### src/rtl/lmcd_pkg.sv
`default_nettype none
package lmcd_pkg;
  // Frame kinds as delivered by the frame layer.
  localparam logic [3:0] PTR_GP2        = 4'h0;
  localparam logic [3:0] PTR_GP4        = 4'h1;
  localparam logic [5:0] ID_DIAG        = 6'h3C;
  localparam logic [7:0] APP_SEL        = 8'h80;
  localparam logic [6:0] CMD_RUN        = 7'h17;
  localparam logic [6:0] CMD_ZERO       = 7'h06;
  localparam logic [6:0] CMD_DUAL       = 7'h08;
  localparam logic [6:0] CMD_MOTOR      = 7'h09;
  localparam logic [6:0] CMD_FUSE       = 7'h10;
  localparam logic [6:0] CMD_STALL      = 7'h16;
  localparam logic [6:0] CMD_ABS        = 7'h0B;
  localparam logic [7:0] FILL_BYTE      = 8'hFF;
  localparam logic [4:0] FUSE_ADDR_MARK = 5'h1F;
  // Avalon register map, byte addresses.
  localparam logic [7:0] REG_CTRL       = 8'h00;
  localparam logic [7:0] REG_STATUS     = 8'h04;
  localparam logic [7:0] REG_PARAM0     = 8'h08;
  localparam logic [7:0] REG_PARAM1     = 8'h0C;
  localparam logic [7:0] REG_TARGET     = 8'h10;
  localparam logic [7:0] REG_FUSE       = 8'h14;
  localparam logic [7:0] REG_DROPS      = 8'h18;
  localparam logic [6:0] NODE_ADDR_RST  = 7'h00;
  // Lost-link timeout, in microseconds, and its cycle count at 100 MHz.
  localparam int         CLK_MHZ        = 100;
  localparam int         LOST_US        = 100;
  localparam int         LOST_CYCLES    = LOST_US * CLK_MHZ;
  typedef enum logic [2:0] {
    LMCD_IDLE = 3'b000,
    LMCD_RUN  = 3'b001,
    LMCD_ABS  = 3'b010,
    LMCD_DUAL1 = 3'b011,
    LMCD_DUAL2 = 3'b100,
    LMCD_LOST = 3'b101
  } lmcd_state_t;
endpackage
`default_nettype wire

### src/rtl/lmcd_addr_match.sv
`default_nettype none
// Node addressing: a clear broadcast bit means every node obeys.
module lmcd_addr_match (
  input  wire logic [7:0] i_addr_byte,
  input  wire logic [6:0] i_node_addr,
  output logic            o_hit
);
  assign o_hit = !i_addr_byte[7] || (i_addr_byte[6:0] == i_node_addr); // [RULE4]
endmodule
`default_nettype wire

### src/rtl/lmcd_top.sv
// Added by the designer: the address map and the Avalon-MM register port.
`default_nettype none
// Behaviour
// (RULE1) Run command from pointer 0000, code 0x17.
// (RULE2) Continuous run ignores stored direction bit.
// (RULE3) Link silence during run starts autonomous motion.
// (RULE4) Clear broadcast bit: all nodes obey.
// (RULE5) Decode dual positioning frame fields.
// (RULE6) First move absolute, second relative at minimum.
// (RULE7) Dual sequence end sets reference-done.
// (RULE8) Running dual sequence blocks other positioning.
// (RULE9) Stall command writes parameter RAM.
// (RULE10) Unpack stall parameter fields as laid out.
// (RULE11) Motor command stores motor parameters.
// (RULE12) Unpack motor parameter fields, fixed ones.
// (RULE13) Motor command updates running motion immediately.
// (RULE14) Master changes only velocities mid-motion.
// (RULE15) Fuse command programs addressed fuse byte.
// (RULE16) Absolute move, dropped when arbitration forbids.
// (RULE17) Zero-position command sets reference-done.
// (RULE18) Bad checksum or parity frames discarded.
// (RULE19) Unknown application byte or command ignored.
module lmcd_top (
  input  wire logic        I_CORE_CLK,
  input  wire logic        I_RESET,
  input  wire logic        i_frame_valid,
  input  wire logic        i_frame_ok,
  input  wire logic [5:0]  i_frame_id,
  input  wire logic [3:0]  i_frame_ptr,
  input  wire logic [63:0] i_frame_data,
  input  wire logic        i_move_done,
  input  wire logic        i_abs_forbid,
  input  wire logic [7:0]  i_avs_address,
  input  wire logic        i_avs_read,
  input  wire logic        i_avs_write,
  input  wire logic [31:0] i_avs_writedata,
  output logic [31:0]      o_avs_readdata,
  output logic             o_avs_waitrequest,
  output logic             o_move_start,
  output logic [15:0]      o_move_target,
  output logic             o_move_relative,
  output logic [3:0]       o_move_vmax,
  output logic [3:0]       o_move_vmin,
  output logic             o_run_start,
  output logic             o_dir_reverse,
  output logic             o_lost_motion,
  output logic             o_ref_done,
  output logic             o_fuse_start,
  output logic [2:0]       o_fuse_addr,
  output logic [7:0]       o_fuse_data,
  output logic [31:0]      o_param0,
  output logic [31:0]      o_param1
);
  function automatic logic [7:0] byte_at(input logic [63:0] d, input int n);
    byte_at = d[63-8*n -: 8];
  endfunction

  // Byte n of the frame (1-based as printed) lies at byte_at(n-1).
  wire logic [7:0] d1 = byte_at(i_frame_data, 0);
  wire logic [7:0] d2 = byte_at(i_frame_data, 1);
  wire logic [7:0] d3 = byte_at(i_frame_data, 2);
  wire logic [7:0] d4 = byte_at(i_frame_data, 3);
  wire logic [7:0] d5 = byte_at(i_frame_data, 4);
  wire logic [7:0] d6 = byte_at(i_frame_data, 5);
  wire logic [7:0] d7 = byte_at(i_frame_data, 6);
  wire logic [7:0] d8 = byte_at(i_frame_data, 7);

  logic [6:0]  node_addr_q;
  logic        link_watch_en_q;
  lmcd_pkg::lmcd_state_t state_q;
  logic [15:0] second_offset_q;
  logic [3:0]  dual_vmin_q;
  logic [31:0] lost_cnt_q;
  logic [15:0] drops_q;

  wire logic good = i_frame_valid && i_frame_ok; // [RULE18]
  wire logic gp2  = good && (i_frame_id != lmcd_pkg::ID_DIAG)
                    && (i_frame_ptr == lmcd_pkg::PTR_GP2);
  wire logic diag = good && (i_frame_id == lmcd_pkg::ID_DIAG)
                    && (d1 == lmcd_pkg::APP_SEL) && d2[7]; // [RULE19]
  wire logic hit2, hit8;
  lmcd_addr_match u_hit2 (
    .i_addr_byte (d2),
    .i_node_addr (node_addr_q),
    .o_hit       (hit2)
  );
  lmcd_addr_match u_hit8 (
    .i_addr_byte (d3),
    .i_node_addr (node_addr_q),
    .o_hit       (hit8)
  );

  wire logic busy_dual = (state_q == lmcd_pkg::LMCD_DUAL1) ||
                         (state_q == lmcd_pkg::LMCD_DUAL2);
  wire logic run_cmd  = gp2 && d1[7] && (d1[6:0] == lmcd_pkg::CMD_RUN) && hit2; // [RULE1]
  wire logic zero_cmd = gp2 && d1[7] && (d1[6:0] == lmcd_pkg::CMD_ZERO) && hit2;
  wire logic abs_cmd  = good && (i_frame_ptr == lmcd_pkg::PTR_GP4)
                        && (i_frame_id != lmcd_pkg::ID_DIAG) && d1[7]
                        && (d1[6:0] == lmcd_pkg::CMD_ABS) && hit2;
  wire logic dual_cmd  = diag && (d2[6:0] == lmcd_pkg::CMD_DUAL) && hit8;
  wire logic stall_cmd = diag && (d2[6:0] == lmcd_pkg::CMD_STALL) && hit8; // [RULE9]
  wire logic motor_cmd = diag && (d2[6:0] == lmcd_pkg::CMD_MOTOR) && hit8; // [RULE11]
  wire logic fuse_cmd  = diag && (d2[6:0] == lmcd_pkg::CMD_FUSE) && hit8
                         && (d4[7:3] == lmcd_pkg::FUSE_ADDR_MARK)
                         && (d6 == lmcd_pkg::FILL_BYTE) && (d7 == lmcd_pkg::FILL_BYTE)
                         && (d8 == lmcd_pkg::FILL_BYTE); // [RULE15]
  wire logic pos_blocked = busy_dual || i_abs_forbid; // [RULE8] [RULE16]
  wire logic take_run  = run_cmd && !busy_dual;
  wire logic take_abs  = abs_cmd && !pos_blocked;
  wire logic take_dual = dual_cmd && !busy_dual;
  // A frame arriving in the very cycle of the timeout proves the link alive.
  wire logic lost_enter = (state_q == lmcd_pkg::LMCD_RUN) && link_watch_en_q && !i_frame_valid
                          && (lost_cnt_q >= lmcd_pkg::LOST_CYCLES); // [RULE3]
  wire logic any_known = run_cmd || zero_cmd || abs_cmd || dual_cmd || stall_cmd
                         || motor_cmd || fuse_cmd;
  wire logic dropped = i_frame_valid && !any_known;

  // Stall layout: currents, velocities, samples/dir/accel, thresholds, flags.
  wire logic [31:0] stall_word = {d4, d5, d6, d7}; // [RULE10]
  wire logic [7:0]  stall_flags = d8; // [RULE10]
  // Motor layout keeps bits 7, 5 and 1 of byte 8 at one.
  wire logic [7:0]  motor_flags = d8 | 8'hA2; // [RULE12]
  wire logic [10:0] safe_position = {d6[7:5], d7}; // [RULE12]

  logic [31:0] param0_q;
  logic [31:0] param1_q;
  logic        ref_done_q;
  logic        start_q, rel_q, run_q, fuse_q, lost_q;
  logic [15:0] tgt_q;
  logic [3:0]  vmax_q, vmin_q;
  logic [2:0]  faddr_q;
  logic [7:0]  fdata_q;

  always_ff @(posedge I_CORE_CLK) begin
    if (I_RESET) begin
      param0_q <= 32'h0000_0000;
      param1_q <= 32'h0000_0000;
    end else if (stall_cmd) begin
      param0_q <= stall_word;
      param1_q <= {param1_q[31:8], stall_flags};
    end else if (motor_cmd) begin
      // Applied at once even mid-motion; the position controller reads it live.
      // Sample count and thresholds belong to the stall command and are kept.
      param0_q <= {d4, d5, param0_q[15:13], d6[4:0], param0_q[7:0]}; // [RULE12] [RULE13]
      param1_q <= {param1_q[31:19], safe_position, motor_flags}; // [RULE13]
    end
  end

  always_ff @(posedge I_CORE_CLK) begin
    start_q <= 1'b0;
    run_q   <= 1'b0;
    fuse_q  <= 1'b0;
    if (I_RESET) begin
      state_q         <= lmcd_pkg::LMCD_IDLE;
      rel_q           <= 1'b0;
      tgt_q           <= 16'h0000;
      vmax_q          <= 4'h0;
      vmin_q          <= 4'h0;
      second_offset_q <= 16'h0000;
      dual_vmin_q     <= 4'h0;
      ref_done_q      <= 1'b0;
      faddr_q         <= 3'h0;
      fdata_q         <= 8'h00;
    end else begin
      if (fuse_cmd) begin
        fuse_q  <= 1'b1; // [RULE15]
        faddr_q <= d4[2:0];
        fdata_q <= d5;
      end
      if (zero_cmd) begin
        ref_done_q <= 1'b1; // [RULE17]
      end
      case (state_q)
        lmcd_pkg::LMCD_DUAL1: begin
          if (i_move_done) begin
            start_q <= 1'b1;
            rel_q   <= 1'b1;
            tgt_q   <= second_offset_q;
            vmax_q  <= dual_vmin_q;
            vmin_q  <= dual_vmin_q; // [RULE6]
            state_q <= lmcd_pkg::LMCD_DUAL2;
          end
        end
        lmcd_pkg::LMCD_DUAL2: begin
          if (i_move_done) begin
            ref_done_q <= 1'b1; // [RULE7]
            state_q    <= lmcd_pkg::LMCD_IDLE;
          end
        end
        default: begin
          if (take_dual) begin
            start_q         <= 1'b1;
            rel_q           <= 1'b0;
            tgt_q           <= {d5, d6}; // [RULE5]
            vmax_q          <= d4[7:4];
            vmin_q          <= d4[3:0];
            second_offset_q <= {d7, d8};
            dual_vmin_q     <= d4[3:0];
            state_q         <= lmcd_pkg::LMCD_DUAL1; // [RULE6]
          end else if (take_abs) begin
            start_q <= 1'b1;
            rel_q   <= 1'b0;
            tgt_q   <= {d3, d4};
            vmax_q  <= param0_q[23:20];
            vmin_q  <= param0_q[19:16];
            state_q <= lmcd_pkg::LMCD_ABS; // [RULE16]
          end else if (take_run) begin
            run_q   <= 1'b1;
            state_q <= lmcd_pkg::LMCD_RUN;
          end else if (lost_enter) begin
            state_q <= lmcd_pkg::LMCD_LOST; // [RULE3]
          end else if ((state_q == lmcd_pkg::LMCD_ABS || state_q == lmcd_pkg::LMCD_LOST)
                       && i_move_done) begin
            state_q <= lmcd_pkg::LMCD_IDLE;
          end
        end
      endcase
    end
  end

  // Silence counter; any received frame restarts it.
  always_ff @(posedge I_CORE_CLK) begin
    if (I_RESET || i_frame_valid || state_q != lmcd_pkg::LMCD_RUN) begin
      lost_cnt_q <= 32'h0000_0000;
    end else if (lost_cnt_q < lmcd_pkg::LOST_CYCLES) begin
      lost_cnt_q <= lost_cnt_q + 32'h0000_0001;
    end
  end

  always_ff @(posedge I_CORE_CLK) begin
    if (I_RESET) begin
      lost_q <= 1'b0;
    end else begin
      lost_q <= lost_enter; // [RULE3]
    end
  end

  // Registers: Avalon slave, zero-wait writes and one wait state on reads; reads return data one cycle after capture.
  logic [31:0] rdata_q;
  logic        rd_pend_q;
  always_ff @(posedge I_CORE_CLK) begin
    if (I_RESET) begin
      node_addr_q     <= lmcd_pkg::NODE_ADDR_RST;
      link_watch_en_q <= 1'b1;
      drops_q         <= 16'h0000;
      rdata_q         <= 32'h0000_0000;
      rd_pend_q       <= 1'b0;
    end else begin
      rd_pend_q <= i_avs_read && !rd_pend_q;
      if (dropped) begin
        drops_q <= drops_q + 16'h0001; // [RULE19]
      end
      if (i_avs_write && i_avs_address == lmcd_pkg::REG_CTRL) begin
        node_addr_q     <= i_avs_writedata[6:0];
        link_watch_en_q <= i_avs_writedata[8];
      end
      if (i_avs_read) begin
        case (i_avs_address)
          lmcd_pkg::REG_CTRL:   rdata_q <= {23'h0, link_watch_en_q, 1'b0, node_addr_q};
          lmcd_pkg::REG_STATUS: rdata_q <= {27'h0, ref_done_q, 1'b0, state_q};
          lmcd_pkg::REG_PARAM0: rdata_q <= param0_q;
          lmcd_pkg::REG_PARAM1: rdata_q <= param1_q;
          lmcd_pkg::REG_TARGET: rdata_q <= {rel_q, 11'h0, vmax_q, tgt_q};
          lmcd_pkg::REG_FUSE:   rdata_q <= {21'h0, faddr_q, fdata_q};
          lmcd_pkg::REG_DROPS:  rdata_q <= {16'h0, drops_q};
          default:              rdata_q <= 32'h0000_0000;
        endcase
      end
    end
  end

  assign o_avs_waitrequest = i_avs_read && !rd_pend_q;
  assign o_avs_readdata    = rdata_q;
  assign o_move_start      = start_q;
  assign o_move_target     = tgt_q;
  assign o_move_relative   = rel_q;
  assign o_move_vmax       = vmax_q;
  assign o_move_vmin       = vmin_q;
  assign o_run_start       = run_q;
  // Direction polarity is masked while running continuously.
  assign o_dir_reverse     = (state_q == lmcd_pkg::LMCD_RUN) ? 1'b0 : param0_q[12]; // [RULE2]
  assign o_lost_motion     = lost_q;
  assign o_ref_done        = ref_done_q;
  assign o_fuse_start      = fuse_q;
  assign o_fuse_addr       = faddr_q;
  assign o_fuse_data       = fdata_q;
  assign o_param0          = param0_q;
  assign o_param1          = param1_q;

  a_dual_second_move: assert property (@(posedge I_CORE_CLK) disable iff (I_RESET) // [RULE6]
    state_q == lmcd_pkg::LMCD_DUAL1 && i_move_done |=> o_move_start && o_move_relative
      && o_move_vmax == $past(dual_vmin_q))
    else $error("second dual move wrong");
  a_dual_ref_done: assert property (@(posedge I_CORE_CLK) disable iff (I_RESET) // [RULE7]
    state_q == lmcd_pkg::LMCD_DUAL2 && i_move_done |=> o_ref_done)
    else $error("reference flag not set after dual");
  a_dual_no_preempt: assert property (@(posedge I_CORE_CLK) disable iff (I_RESET) // [RULE8]
    state_q == lmcd_pkg::LMCD_DUAL1 && !i_move_done |=> state_q == lmcd_pkg::LMCD_DUAL1)
    else $error("dual sequence interrupted");
  a_run_dir_mask: assert property (@(posedge I_CORE_CLK) disable iff (I_RESET) // [RULE2]
    state_q == lmcd_pkg::LMCD_RUN |-> !o_dir_reverse)
    else $error("direction used in run");
  a_run_accept: assert property (@(posedge I_CORE_CLK) disable iff (I_RESET) // [RULE1]
    run_cmd && !busy_dual |=> o_run_start)
    else $error("run command not taken");
  a_bad_frame: assert property (@(posedge I_CORE_CLK) disable iff (I_RESET) // [RULE18]
    i_frame_valid && !i_frame_ok |=> $stable(param0_q) && !o_move_start)
    else $error("bad frame acted on");
  a_fuse_start: assert property (@(posedge I_CORE_CLK) disable iff (I_RESET) // [RULE15]
    fuse_cmd |=> o_fuse_start && o_fuse_addr == $past(d4[2:0]))
    else $error("fuse not started");
  a_abs_forbid: assert property (@(posedge I_CORE_CLK) disable iff (I_RESET) // [RULE16]
    abs_cmd && i_abs_forbid && !busy_dual |=> !o_move_start)
    else $error("forbidden absolute move started");
  a_motor_live: assert property (@(posedge I_CORE_CLK) disable iff (I_RESET) // [RULE13]
    motor_cmd |=> o_param1[7:0] == ($past(d8) | 8'hA2))
    else $error("motor flags not applied");
  a_zero_ref: assert property (@(posedge I_CORE_CLK) disable iff (I_RESET) // [RULE17]
    zero_cmd |=> o_ref_done)
    else $error("zero command left flag clear");
  a_lost_once: assert property (@(posedge I_CORE_CLK) disable iff (I_RESET) // [RULE3]
    o_lost_motion |-> state_q == lmcd_pkg::LMCD_LOST ##1 !o_lost_motion)
    else $error("lost-link pulse not single");
endmodule
`default_nettype wire

### config.mk
export PLATFORM = sky130hd
export DESIGN_NAME = lmcd_top
export DESIGN_NICKNAME = d
export VERILOG_FILES = /design/src/rtl/lmcd_pkg.sv /design/src/rtl/lmcd_addr_match.sv /design/src/rtl/lmcd_top.sv
export SDC_FILE = /design/constraint.sdc
export NUM_CORES = 1
export LEC_CHECK = 0
export ABC_AREA = 1
export BUFFER_PORTS_ARGS = -buffer_cell sky130_fd_sc_hd__buf_2
export CAP_MARGIN = 15
export CORE_MARGIN = 2
export CORE_UTILIZATION = 35
export CTS_CLUSTER_DIAMETER = 40
export DETAILED_ROUTE_END_ITERATION = 8
export GPL_ROUTABILITY_DRIVEN = 0
export GPL_TIMING_DRIVEN = 0
export PLACE_DENSITY_LB_ADDON = 0.12
export SETUP_SLACK_MARGIN = 0.05
export SLEW_MARGIN = 30
export SYNTH_ARGS = -nofsm -noshare
export SYNTH_HDL_FRONTEND = slang
export SYNTH_SLANG_ARGS = --single-unit
### constraint.sdc
create_clock -name I_CORE_CLK -period 2 [get_ports I_CORE_CLK]
set_input_delay 0.4 -clock I_CORE_CLK [delete_from_list [all_inputs] [get_ports I_CORE_CLK]]
set_output_delay 0.4 -clock I_CORE_CLK [all_outputs]
set_load 0.005 [all_outputs]
==> qor.txt <==
WS Path Type: input pin to flip-flop
# rows: 60
die height: 170 um
Hold Buf Count CTS: 0
CTS tree: built
Post-Syn Area: 9640 um^2
critical path required time: 2.43 ns
DIE WIDTH: 170 um
vias per cell: 5.10
Mean Syn Cell Area: 6.81 um^2
CP most frequent cell: nor3_1
Ports: 261
Synth Flop Type: dfxtp_1
Finished Core Util: 0.484
drt wl/cell: 18.8 um
post-layout instance area: 13100 um^2
Worst VDD drop: 0.000820 V
Worst-Skew Late Latency: 0.55 ns
final wirelength: 39.0 mm
cell taking the most area after synthesis: dfxtp_1
setup slack after layout: 0.0255 ns
Critical Path Slowest Stage Cell: nor3_1
TritonCTS Sinks: 204
DP Cell Count: 1988
part of the cycle the worst path needs: 0.987
total CTS buffers: 31
power density over the cells: 806 nW/um^2
RSZ-0062 raised after global routing: true
Slew headroom: 0.487
hpwl dp: 31.0 mm
drt initial violations: 856
Critical Path Source Type: input pin
largest net degree at the start of global routing: 16
Fillers: 2820
placed inst area: 11200 um^2
Data arrival, critical path: 2.40 ns
Synth Register Bits: 204
Slew @ Worst Pin: 0.770 ns
via count: 10.6k
total gr overflow: 0
Largest stage delay, worst path: 0.40 ns
FFs w/ async S/R, synth: 0
DRT Pass-1 Iters: 5
Yosys Warn Count: 0
Setup-failing EPs final: 0
Yosys top cell area share: 0.424
clock tree buffer depth: 3
Post-synth top cells: nand2_1, dfxtp_1, nor2_1, inv_1, a21oi_1
final slew viol count: 0
LEAKAGE: 5.95 nW
max-cap violations: 0
starting density of the core: 0.357
Worst Skew: 0.0108 ns
Die ar.: 28900 um^2
first-pass GRT wire length: 56.3 mm
GRT Total Usage: 0.259
area of the multi-input gates: 4840 um^2
post-synthesis sequential area ratio: 0.424
crit path capture type: flip-flop
Area Overhead vs Synth: 35.6%
layout cells sized above 1: 0.249
Post-synth EDFFs: 0
Antenna Violating Nets Remaining: 0
crit-path max FO: 10
status: completed
DP Worst Slack: -0.591 ns
total core area: 27000 um^2
Yosys cell types: 42
Max Freq: 506 MHz
hold crit path type: input pin to flip-flop
fin cells: 2074
PortBufs: 221
cell with the most instances after synthesis: nand2_1
FF/Latch Area: 4100 um^2
Area contributors post-synth: dfxtp_1, nand2_1, nor2_1
critical path, cell by cell: buf_2 > nor3_1 > nand2_1 > nor3_1 > nand3_1 > clkbuf_1 > o21ai_0 > a21oi_1
nets: 1836
H-tree depth: 1
Tmin final: 1.97 ns
Fin. Hold Viols: 0
CTS clock-pin slew for the worst setup and hold paths: 0.06 ns
antenna violations before repair: 1
vias in the first global route: 9569
drc violations: 0
Post-Syn Instances: 1414
clock root buffer: clkbuf_16
## state kept, by name, summed over array words and instances, names as in the netlist, 3 cells and up
signal and cells:
o_param1 19, o_param0 32, node_addr_q 7, drops_q 16
o_fuse_addr 3, state_q 3, o_move_target 16, second_offset_q 16
o_fuse_data 8, o_avs_readdata 32, o_move_vmin 4, o_move_vmax 4
dual_vmin_q 4, lost_cnt_q 32
## per-layer routing
metal  wire length (um)  GRT usage  vias up
met5                  0          0        -
met4               1730      0.109        0
met3               3100     0.0495       90
met2              17100      0.407      413
met1              17100      0.349     4901
li1                   -          -     5166
## power breakdown
part | total, mW | leakage [nW] | internal [mW] | switching, mW
registers | 4.07 | 1.65 | 4.07 | 0.00576
clock network | 5.94 | 0.536 | 3.91 | 2.03
logic | 0.527 | 3.77 | 0.175 | 0.352
total | 10.5 | 5.95 | 8.15 | 2.39
## layout by cell type, fill, tap and decap left out, types with 15 or more instances in the layout
cell type,instances
a21oi_1,123
buf_2,227
buf_4,41
clkbuf_1,34
clkbuf_16,33
dfxtp_1,197
inv_1,151
nand2_1,299
nand2_2,18
nand3_1,75
nand4_1,18
nor2_1,175
nor3_1,24
o211ai_1,18
o21ai_0,99
xor2_1,15
## timing repair
item	4_1_cts	5_1_grt
hold endpoints to repair	0	0
setup buffers	6	25
gates cloned	0	3
endpoints found under the setup margin	135	150
pin swaps	6	29
gates resized for setup	33	119
## area by class of cell
| type | count | area share |
|---|---|---|
| Sequential cell | 204 | 0.314 |
| Tap cell | 341 | 0.0327 |
| Buffer | 73 | 0.0366 |
| Inverter | 167 | 0.0495 |
| Antenna cell | 1 | 0.000191 |
| Clock buffer | 34 | 0.0610 |
| Clock inverter | 20 | 0.0257 |
| Multi-Input combinational cell | 979 | 0.371 |
| Timing Repair Buffer | 255 | 0.110 |
## worst max-delay path, delay by kind of cell
kind / cells / cell delay (ns)
compound gates: 2 / 0.33
buf+inv: 2 / 0.39
simple gates: 4 / 1.28
## stage by stage
step	total power, mW	TNS [ns]	hold WS, ns
2_1_floorplan	4.38	0	0.402
3_3_place_gp	4.64	-45.88	0.413
3_5_place_dp	4.64	-48.11	0.419
4_1_cts	10.5	0	0.109
5_1_grt	10.8	-1.20	0.128
6_report	10.5	0	0.118
## cell families after synthesis
group | share of synthesized area
DFF | 0.424
xor gates and xnor gates | 0.0173
and+or+nand+nor | 0.280
adders and majority gates | 0.00390
buffers and inverters | 0.106
other | 0.000389
AOI/OAI and AO/OA | 0.168
## final timing paths
check	startpoint	to	slack, ns	depth (start not counted)
min	i_frame_data[4]	second_offset_q[4]	0.12	3
max	i_frame_data[53]	o_fuse_data[6]	0.03	8
max reg2reg	node_addr_q[6]	o_move_target[3]	0.04	9
min reg2reg	lost_cnt_q[15]	lost_cnt_q[15]	0.42	2
Note: power is estimated with default switching activity, not from simulation.
